## src/hdl/sioe_regs.svh

```systemverilog
`ifndef SIOE_REGS_SVH
`define SIOE_REGS_SVH
// Parameter addresses
`define SIOE_ADDR_CFG 9'h18c
`define SIOE_ADDR_TX 9'h18d
`define SIOE_ADDR_RX 9'h18e
// Configuration fields
`define SIOE_LEN_LSB 0
`define SIOE_LEN_MSB 7
`define SIOE_RESTART_BIT 9
`define SIOE_HOLD_BIT 10
`define SIOE_NEW_BIT 11
`define SIOE_CPOL_BIT 12
`define SIOE_CPHA_BIT 13
`define SIOE_PER_LSB 16
`define SIOE_PER_MSB 23
`define SIOE_MODE_BIT 28
`define SIOE_CFG_WMASK 32'h10ff36ff
// Reset values
`define SIOE_CFG_RST 32'h00000000
`define SIOE_TX_RST 32'h00000000
// Timing
`define SIOE_CLK_NS 20
`define SIOE_PER_UNIT_NS 100
`define SIOE_UNIT_CYC ((`SIOE_PER_UNIT_NS + `SIOE_CLK_NS - 1) / `SIOE_CLK_NS)
`endif

```

## src/hdl/sioe_pkg.sv

```systemverilog
package sioe_pkg;
    typedef logic [31:0] sioe_word_t;
    typedef logic [8:0] sioe_addr_t;
    typedef enum logic [2:0] {
        SIOE_IDLE = 3'b000,
        SIOE_LEAD = 3'b001,
        SIOE_SHIFT = 3'b010,
        SIOE_TAIL = 3'b011,
        SIOE_DONE = 3'b100
    } sioe_state_e;
endpackage : sioe_pkg

```

## src/hdl/sioe_top.sv

```systemverilog
`timescale 1ns/10ps
`include "sioe_regs.svh"
// What this block does
// - Transfer length is configuration bits 0-7 plus one, so 19 gives 20 bits.
// - With configuration bit 9 set a new transfer starts by itself after each one ends, once the receive buffer has room.
// - With configuration bit 10 set chip select stays low after a transfer ends.
// - Configuration bit 11 flags new receive data and clears once the last buffered receive word is read.
// - Bits 12 and 13 choose serial clock polarity and sampling phase in SPI extension mode.
// - Serial clock period is configuration bits 16-23 in units of 100 ns.
// - Bit 28 set runs the port as SPI extension, clear as the LED/switch interface.
// - Writing transmit data starts shifting it out once the port is idle and the receive buffer has room.
// - Captured bits appear in receive data, as wide as the configured transfer.
module sioe_top (
    input wire logic clk_sys,
    input wire logic nrst,
    input wire sioe_pkg::sioe_addr_t reg_addr,
    input wire logic reg_wr,
    input wire logic reg_rd,
    input wire sioe_pkg::sioe_word_t reg_wdata,
    output sioe_pkg::sioe_word_t reg_rdata,
    output logic reg_rvalid,
    output logic spi_sclk,
    output logic spi_mosi,
    output logic spi_cs_n,
    input wire logic spi_miso,
    output logic led_mode
);
    import sioe_pkg::*;

    sioe_state_e state_reg;
    sioe_word_t cfg_reg, tx_reg, tx_sh_reg, rx_sh_reg;
    sioe_word_t fifo_mem [0:1];
    logic [1:0] miso_sync_reg;
    logic [1:0] fifo_cnt_reg;
    logic wr_ptr_reg, rd_ptr_reg;
    logic start_pend_reg;
    logic [10:0] half_cnt_reg;
    logic [8:0] edge_reg;

    logic [7:0] len;
    logic [7:0] period;
    logic spi_mode, cpol, cpha, hold, leading;
    logic [10:0] half_prod, half_cycles;
    logic [8:0] nedges;
    logic half_tick, room, rd_rx, push, pop, do_shift, do_sample;
    sioe_word_t rx_mask;

    assign len = cfg_reg[`SIOE_LEN_MSB:`SIOE_LEN_LSB];
    assign nedges = 9'({1'b0, len} + 9'h001) << 1;
    // LED/switch mode forces clock mode 0
    assign spi_mode = cfg_reg[`SIOE_MODE_BIT];
    assign cpol = spi_mode & cfg_reg[`SIOE_CPOL_BIT];
    assign cpha = spi_mode & cfg_reg[`SIOE_CPHA_BIT];
    assign hold = cfg_reg[`SIOE_HOLD_BIT];
    // Half period from 100 ns units
    assign period = cfg_reg[`SIOE_PER_MSB:`SIOE_PER_LSB];
    assign half_prod = 11'({3'h0, period} * 11'(`SIOE_UNIT_CYC));
    // Zero or odd periods round to whole cycles, never below one
    assign half_cycles = (half_prod[10:1] == 10'h000) ? 11'h001 : {1'b0, half_prod[10:1]};
    assign half_tick = (state_reg != SIOE_IDLE) && (state_reg != SIOE_DONE)
        && (half_cnt_reg == half_cycles - 11'h001);
    assign leading = ~edge_reg[0];
    assign do_shift = half_tick && (state_reg == SIOE_SHIFT)
        && ((!cpha && !leading) || (cpha && leading && edge_reg != 9'h000));
    assign do_sample = half_tick && (state_reg == SIOE_SHIFT) && (cpha ^ leading);
    assign room = fifo_cnt_reg != 2'h2;
    assign rd_rx = reg_rd && (reg_addr == `SIOE_ADDR_RX);
    assign pop = rd_rx && (fifo_cnt_reg != 2'h0);
    assign push = (state_reg == SIOE_DONE);
    assign rx_mask = ~(32'hfffffffe << len);

    // Miso is a pin, two flops before use
    always_ff @(posedge clk_sys) begin
        if (!nrst) begin
            miso_sync_reg <= 2'h0;
        end else begin
            miso_sync_reg <= {miso_sync_reg[0], spi_miso};
        end
    end

    always_ff @(posedge clk_sys) begin
        if (!nrst) begin
            cfg_reg <= `SIOE_CFG_RST;
            tx_reg <= `SIOE_TX_RST;
        end else if (reg_wr && reg_addr == `SIOE_ADDR_CFG) begin
            cfg_reg <= reg_wdata & `SIOE_CFG_WMASK;
        end else if (reg_wr && reg_addr == `SIOE_ADDR_TX) begin
            tx_reg <= reg_wdata;
        end
    end

    // Set wins over the clear taken at start
    always_ff @(posedge clk_sys) begin
        if (!nrst) begin
            start_pend_reg <= 1'b0;
        end else if (reg_wr && reg_addr == `SIOE_ADDR_TX) begin
            start_pend_reg <= 1'b1;
        end else if (push && cfg_reg[`SIOE_RESTART_BIT]) begin
            start_pend_reg <= 1'b1;
        end else if (state_reg == SIOE_IDLE && room) begin
            start_pend_reg <= 1'b0;
        end
    end

    // Full buffer stalls the next start, so no word is lost
    always_ff @(posedge clk_sys) begin
        if (!nrst) begin
            state_reg <= SIOE_IDLE;
            half_cnt_reg <= 11'h000;
            edge_reg <= 9'h000;
        end else begin
            half_cnt_reg <= half_tick ? 11'h000 : half_cnt_reg + 11'h001;
            case (state_reg)
                SIOE_IDLE: begin
                    half_cnt_reg <= 11'h000;
                    edge_reg <= 9'h000;
                    if (start_pend_reg && room) begin
                        state_reg <= SIOE_LEAD;
                    end
                end
                SIOE_LEAD: begin
                    if (half_tick) begin
                        state_reg <= SIOE_SHIFT;
                    end
                end
                SIOE_SHIFT: begin
                    if (half_tick) begin
                        edge_reg <= edge_reg + 9'h001;
                        if (edge_reg == nedges - 9'h001) begin
                            state_reg <= SIOE_TAIL;
                        end
                    end
                end
                SIOE_TAIL: begin
                    if (half_tick) begin
                        state_reg <= SIOE_DONE;
                    end
                end
                SIOE_DONE: begin
                    state_reg <= SIOE_IDLE;
                end
                default: begin
                    state_reg <= SIOE_IDLE;
                end
            endcase
        end
    end

    // Clock toggles from its idle level
    always_ff @(posedge clk_sys) begin
        if (!nrst) begin
            spi_sclk <= 1'b0;
        end else if (state_reg == SIOE_SHIFT) begin
            spi_sclk <= half_tick ? ~spi_sclk : spi_sclk;
        end else begin
            spi_sclk <= cpol;
        end
    end

    always_ff @(posedge clk_sys) begin
        if (!nrst) begin
            spi_cs_n <= 1'b1;
        end else if (state_reg == SIOE_IDLE && start_pend_reg && room) begin
            spi_cs_n <= 1'b0;
        end else if (state_reg == SIOE_DONE || state_reg == SIOE_IDLE) begin
            spi_cs_n <= hold ? spi_cs_n & (state_reg != SIOE_DONE) : 1'b1;
        end
    end

    // Msb first; the word is left aligned so bit len leaves first
    always_ff @(posedge clk_sys) begin
        if (!nrst) begin
            tx_sh_reg <= 32'h00000000;
            rx_sh_reg <= 32'h00000000;
        end else if (state_reg == SIOE_IDLE) begin
            tx_sh_reg <= tx_reg << (5'h1f - len[4:0]);
        end else begin
            if (do_shift) begin
                tx_sh_reg <= {tx_sh_reg[30:0], 1'b0};
            end
            if (do_sample) begin
                rx_sh_reg <= {rx_sh_reg[30:0], miso_sync_reg[1]};
            end
        end
    end

    always_ff @(posedge clk_sys) begin
        if (!nrst) begin
            spi_mosi <= 1'b0;
            led_mode <= 1'b1;
        end else begin
            spi_mosi <= tx_sh_reg[31];
            led_mode <= ~spi_mode;
        end
    end

    // Two-entry receive buffer, width follows length
    always_ff @(posedge clk_sys) begin
        if (!nrst) begin
            wr_ptr_reg <= 1'b0;
            rd_ptr_reg <= 1'b0;
            fifo_cnt_reg <= 2'h0;
        end else begin
            if (push) begin
                fifo_mem[wr_ptr_reg] <= rx_sh_reg & rx_mask;
                wr_ptr_reg <= ~wr_ptr_reg;
            end
            if (pop) begin
                rd_ptr_reg <= ~rd_ptr_reg;
            end
            fifo_cnt_reg <= fifo_cnt_reg + {1'b0, push} - {1'b0, pop};
        end
    end

    always_ff @(posedge clk_sys) begin
        if (!nrst) begin
            reg_rdata <= 32'h00000000;
            reg_rvalid <= 1'b0;
        end else begin
            reg_rvalid <= reg_rd;
            case (reg_addr)
                `SIOE_ADDR_CFG: begin
                    reg_rdata <= cfg_reg | {20'h0, fifo_cnt_reg != 2'h0, 11'h0};
                end
                `SIOE_ADDR_TX: begin
                    reg_rdata <= tx_reg;
                end
                `SIOE_ADDR_RX: begin
                    reg_rdata <= (fifo_cnt_reg != 2'h0) ? fifo_mem[rd_ptr_reg] : 32'h00000000;
                end
                default: begin
                    reg_rdata <= 32'h00000000;
                end
            endcase
        end
    end

    // Clocks since the serial clock last moved, for the period check
    logic [10:0] sclk_age_reg, exp_half;
    logic sclk_last_reg;
    assign exp_half = (period == 8'h00) ? 11'h001
        : 11'((32'(period) * `SIOE_PER_UNIT_NS) / (2 * `SIOE_CLK_NS));
    always_ff @(posedge clk_sys) begin
        if (!nrst) begin
            sclk_last_reg <= 1'b0;
            sclk_age_reg <= 11'h000;
        end else begin
            sclk_last_reg <= spi_sclk;
            sclk_age_reg <= (spi_sclk != sclk_last_reg) ? 11'h001 : sclk_age_reg + 11'h001;
        end
    end
endmodule : sioe_top

```

## config.mk

```make
export PLATFORM = sky130hd
export DESIGN_NAME = sioe_top
export DESIGN_NICKNAME = d
export VERILOG_FILES = /design/src/hdl/sioe_pkg.sv /design/src/hdl/sioe_top.sv
export VERILOG_INCLUDE_DIRS = /design/src /design/src/hdl
export SDC_FILE = /design/constraint.sdc
export NUM_CORES = 1
export LEC_CHECK = 0
export BUFFER_PORTS_ARGS = -buffer_cell sky130_fd_sc_hd__buf_2
export CORE_MARGIN = 8
export CORE_UTILIZATION = 30
export DETAILED_ROUTE_END_ITERATION = 8
export HOLD_SLACK_MARGIN = 0.1
export SLEW_MARGIN = 10
export SYNTH_ARGS = -nofsm -noshare
export SYNTH_HDL_FRONTEND = slang
export SYNTH_SLANG_ARGS = --single-unit
```

## constraint.sdc

```tcl
create_clock -name clk_sys -period 5.3 [get_ports clk_sys]
set_clock_uncertainty 0.05 [all_clocks]
set_input_delay 0.265 -clock clk_sys [delete_from_list [all_inputs] [get_ports clk_sys]]
set_output_delay 0.265 -clock clk_sys [all_outputs]
set_load 0.005 [all_outputs]
```

==> results.py <==
metrics = {
    "final_layout": {
        "antenna_cells": 0,
        "seq_area_sq_um": 5630,
        "regMostFlops": "fifo_mem",
        "largest_reg_flops": 64,
        "final_area_sq_um": 15000,
        "drive_gt1_frac": 0.168,
        "syn_to_final_growth_pct": 17.0,
        "n_fill_cell": 4245,
        "multi_input_area_sq_um": 6760,
        "stdcell_count": 1977,
        "nNetsFinal": 1486,
    },
    "place": {
        "io_buffers": 82,
        "dp_cells": 1892,
        "hpwl_um": 25600,
        "gp_congestion": 0.871,
        "place_area_sq_um": 13700,
        "place_ws_ns": 0.171,
    },
    "clock_network": {
        "cts.clk_slew.worst_paths_ns": 0.06,
        "clock-sinks": 249,
        "clock_path_buffers": 3,
        "root_buffer": "clkbuf_16",
        "worstSkewPairLatency_ns": 0.54,
        "cts_tree": "built",
        "cts_made_buffers": 27,
        "htree_levels": 1,
        "post-cts-setup-buffer-count": 0,
    },
    "run": {
        "max-cap-violations": 0,
    },
    "worst_setup_path": {
        "critPathLaunchType": "register",
        "crit_chain": "ha_1, ha_1, fa_1, a211o_1, and2_4, o221ai_4, o41ai_2, inv_1, ha_1, or3b_1, nor2_2, o21a_1, nor2_1, or3_1, a31oi_4, nand4_1, buf_4, or4_1, a21oi_1",
        "crit_arrival_ns": 5.41,
        "critPathSlowestCell": "or4_1",
        "end_kind": "register",
        "worstPathRequired_ns": 5.71,
        "crit_top_cell": "ha_1",
        "worstReg2RegStart": "cfg_reg[17]$_SDFFE_PN0P_",
        "cp_top_family": "simple AND/OR/NAND/NOR gates",
        "critPathMaxFanout": 21,
        "criticalPathCategory": "register to register",
        "crit_buf_inv": 2,
        "startpoint": "cfg_reg[17]$_SDFFE_PN0P_",
        "slowest_delay_ns": 0.51,
    },
    "floorplan": {
        "start_util": 0.305,
        "num_rows": 75,
        "num_io_pins": 83,
        "die_y_um": 223,
        "die_x_um": 223,
        "core_sq_um": 42000,
        "dieArea_sq_um": 49600,
    },
    "grt": {
        "track_usage": 0.142,
        "grt_pass1_wl_um": 57300,
        "grt-ovfl-total": 0,
        "grt_pass1_vias": 10357,
        "antenna_found_initial": 0,
        "grt_start_max_net_pins": 94,
    },
    "sta": {
        "slew_headroom": 0.227,
        "setup_ws_ns": 0.299,
        "fin_crit_sh": 0.944,
        "worst_pin_slew_ns": 1.16,
        "fin_setup_tns_ns": 0,
        "max_freq_mhz": 200,
        "setup_viol": 0,
        "fin_crit_ns": 5.00,
        "grt_setup_unrepaired": "false",
        "slew_violations": 0,
        "final_hold_viol_count": 0,
    },
    "synth": {
        "synthArstFlopShare": 0,
        "synthFlopType": "dfxtp_1",
        "synth_edf_count": 64,
        "postSynthCellCount": 1346,
        "ys_ff_latch": 249,
        "yosysUniqueCellTypes": 80,
        "yosys_warnings": 0,
        "ys_seq_area_frac": 0.439,
        "synth_largest_area_cell": "dfxtp_1",
        "yosysTopAreaCellShare": 0.289,
        "synth_area_leaders": "dfxtp_1 (29%), edfxtp_1 (15%), mux2i_1 (10%)",
        "syn_avg_cell_area_sq_um": 9.52,
        "synth_area_sq_um": 12800,
        "postSynthNetCount": 1414,
    },
    "hold_path": {
        "hp-start": "nrst",
        "hp-class": "primary input to register",
    },
    "routing": {
        "vias": 10440,
        "ant_nets": 0,
        "drc_errors": 0,
        "avgViaCountPerCell": 5.28,
        "wl_per_cell_um": 18.3,
        "drt_wl_total_um": 36300,
        "drt-initial-drc-count": 800,
        "dr.pass1.iters": 5,
    },
    "run_status": {
        "outcome": "finished clean",
    },
    "pwr": {
        "powerDensity_nw_per_um2": 264,
        "peakVddDrop_v": 0.000181,
        "p_leak_nw": 5.39,
    },
}
synth_stat cells (5+ instances only):
master    instances
o21ai_1           7
a221oi_1          6
o41ai_2           7
a21boi_0         23
mux4_2           21
inv_1            16
buf_1            15
dfxtp_1         185
o22a_1           21
mux2i_1         130
buf_2             6
nand4_1          17
nand3_1          24
xor2_1           14
a211oi_2         16
edfxtp_1         64
or3_1             6
xnor2_1          18
ha_1             21
nor3_1           33
a22oi_1          11
or2_1             5
clkbuf_1         70
or2_2             6
o21a_1            7
o21ai_0          44
and2_1           16
buf_6             6
or4_1             7
o211ai_1         10
nand2_1         178
a21oi_1          98
mux2_2           14
nor2_1          140
o31ai_1          12
nor2b_1           7
per-layer routing:
layer	track usage	wire, um	up-vias
li1	-	-	5012
met1	0.185	16200	5061
met2	0.235	17000	283
met3	0.0195	1770	84
met4	0.0537	1360	0
met5	0	0	-
cells in the final DEF (no fill, tap or decap), drive strengths merged, types with 19 or more instances in the layout:
cell and n:
o22a 21, clkbuf 40, o21ai 52, dlygate4sd3 36, buf 105, a21oi 99
dfxtp 185, nand2 179, nor2 141, xnor2 19, mux4 21, mux2i 130
ha 21, nor3 33, nand3 24, edfxtp 64, a21boi 23
worst paths after layout:
path         cells past startpoint                        end  slack, ns
max                             19   edge_reg[7]$_SDFFE_PN0P_       0.30
min                              3      spi_cs_n$_SDFFE_PN1P_       0.17
max reg2reg                     19   edge_reg[7]$_SDFFE_PN0P_       0.30
min reg2reg                      2  tx_sh_reg[0]$_SDFFE_PN0P_       0.40
cell families after synthesis:
logic type / after synthesis / share of synthesized area
buffers and inverters: 117 / 0.0387
DFF: 249 / 0.439
muxes: 165 / 0.151
AOI/OAI and AO/OA: 295 / 0.161
xor gates and xnor gates: 33 / 0.0231
and+or+nand+nor: 465 / 0.166
adders and majority gates: 22 / 0.0221
report_power, final:
part / switching (mW) / total (mW) / internal (mW)
Clock: 0.755 / 1.94 / 1.18
Sequential: 0.000905 / 1.94 / 1.94
Combinational: 0.0473 / 0.0853 / 0.0380
timing repair:
item,CTS,global route
hold buffers,36,0
gates resized for setup,0,9
hold endpoints to repair,56,0
endpoints found under the setup margin,0,71
through the flow:
stage	hold slack [ns]	power [mW]	util
2_1_floorplan	0.342	2.01	-
3_3_place_gp	0.392	2.05	0.325
3_5_place_dp	0.395	2.05	0.325
4_1_cts	0.140	4.00	0.356
5_1_grt	0.184	4.08	0.357
6_report	0.165	3.96	0.357
tightest hold or removal path: cells and delay by family:
family,cells,cell delay [ns]
buffers and inverters,2,0.35
and+or+nand+nor,1,0.09
layout make-up:
| cell class | count | area share |
|---|---|---|
| Inverter | 19 | 0.00492 |
| Sequential cell | 249 | 0.376 |
| Tap cell | 539 | 0.0450 |
| Clock inverter | 9 | 0.0101 |
| Clock buffer | 40 | 0.0506 |
| Timing Repair Buffer | 141 | 0.0632 |
| Multi-Input combinational cell | 980 | 0.451 |
No activity file was read; power rests on OpenSTA's default activity.
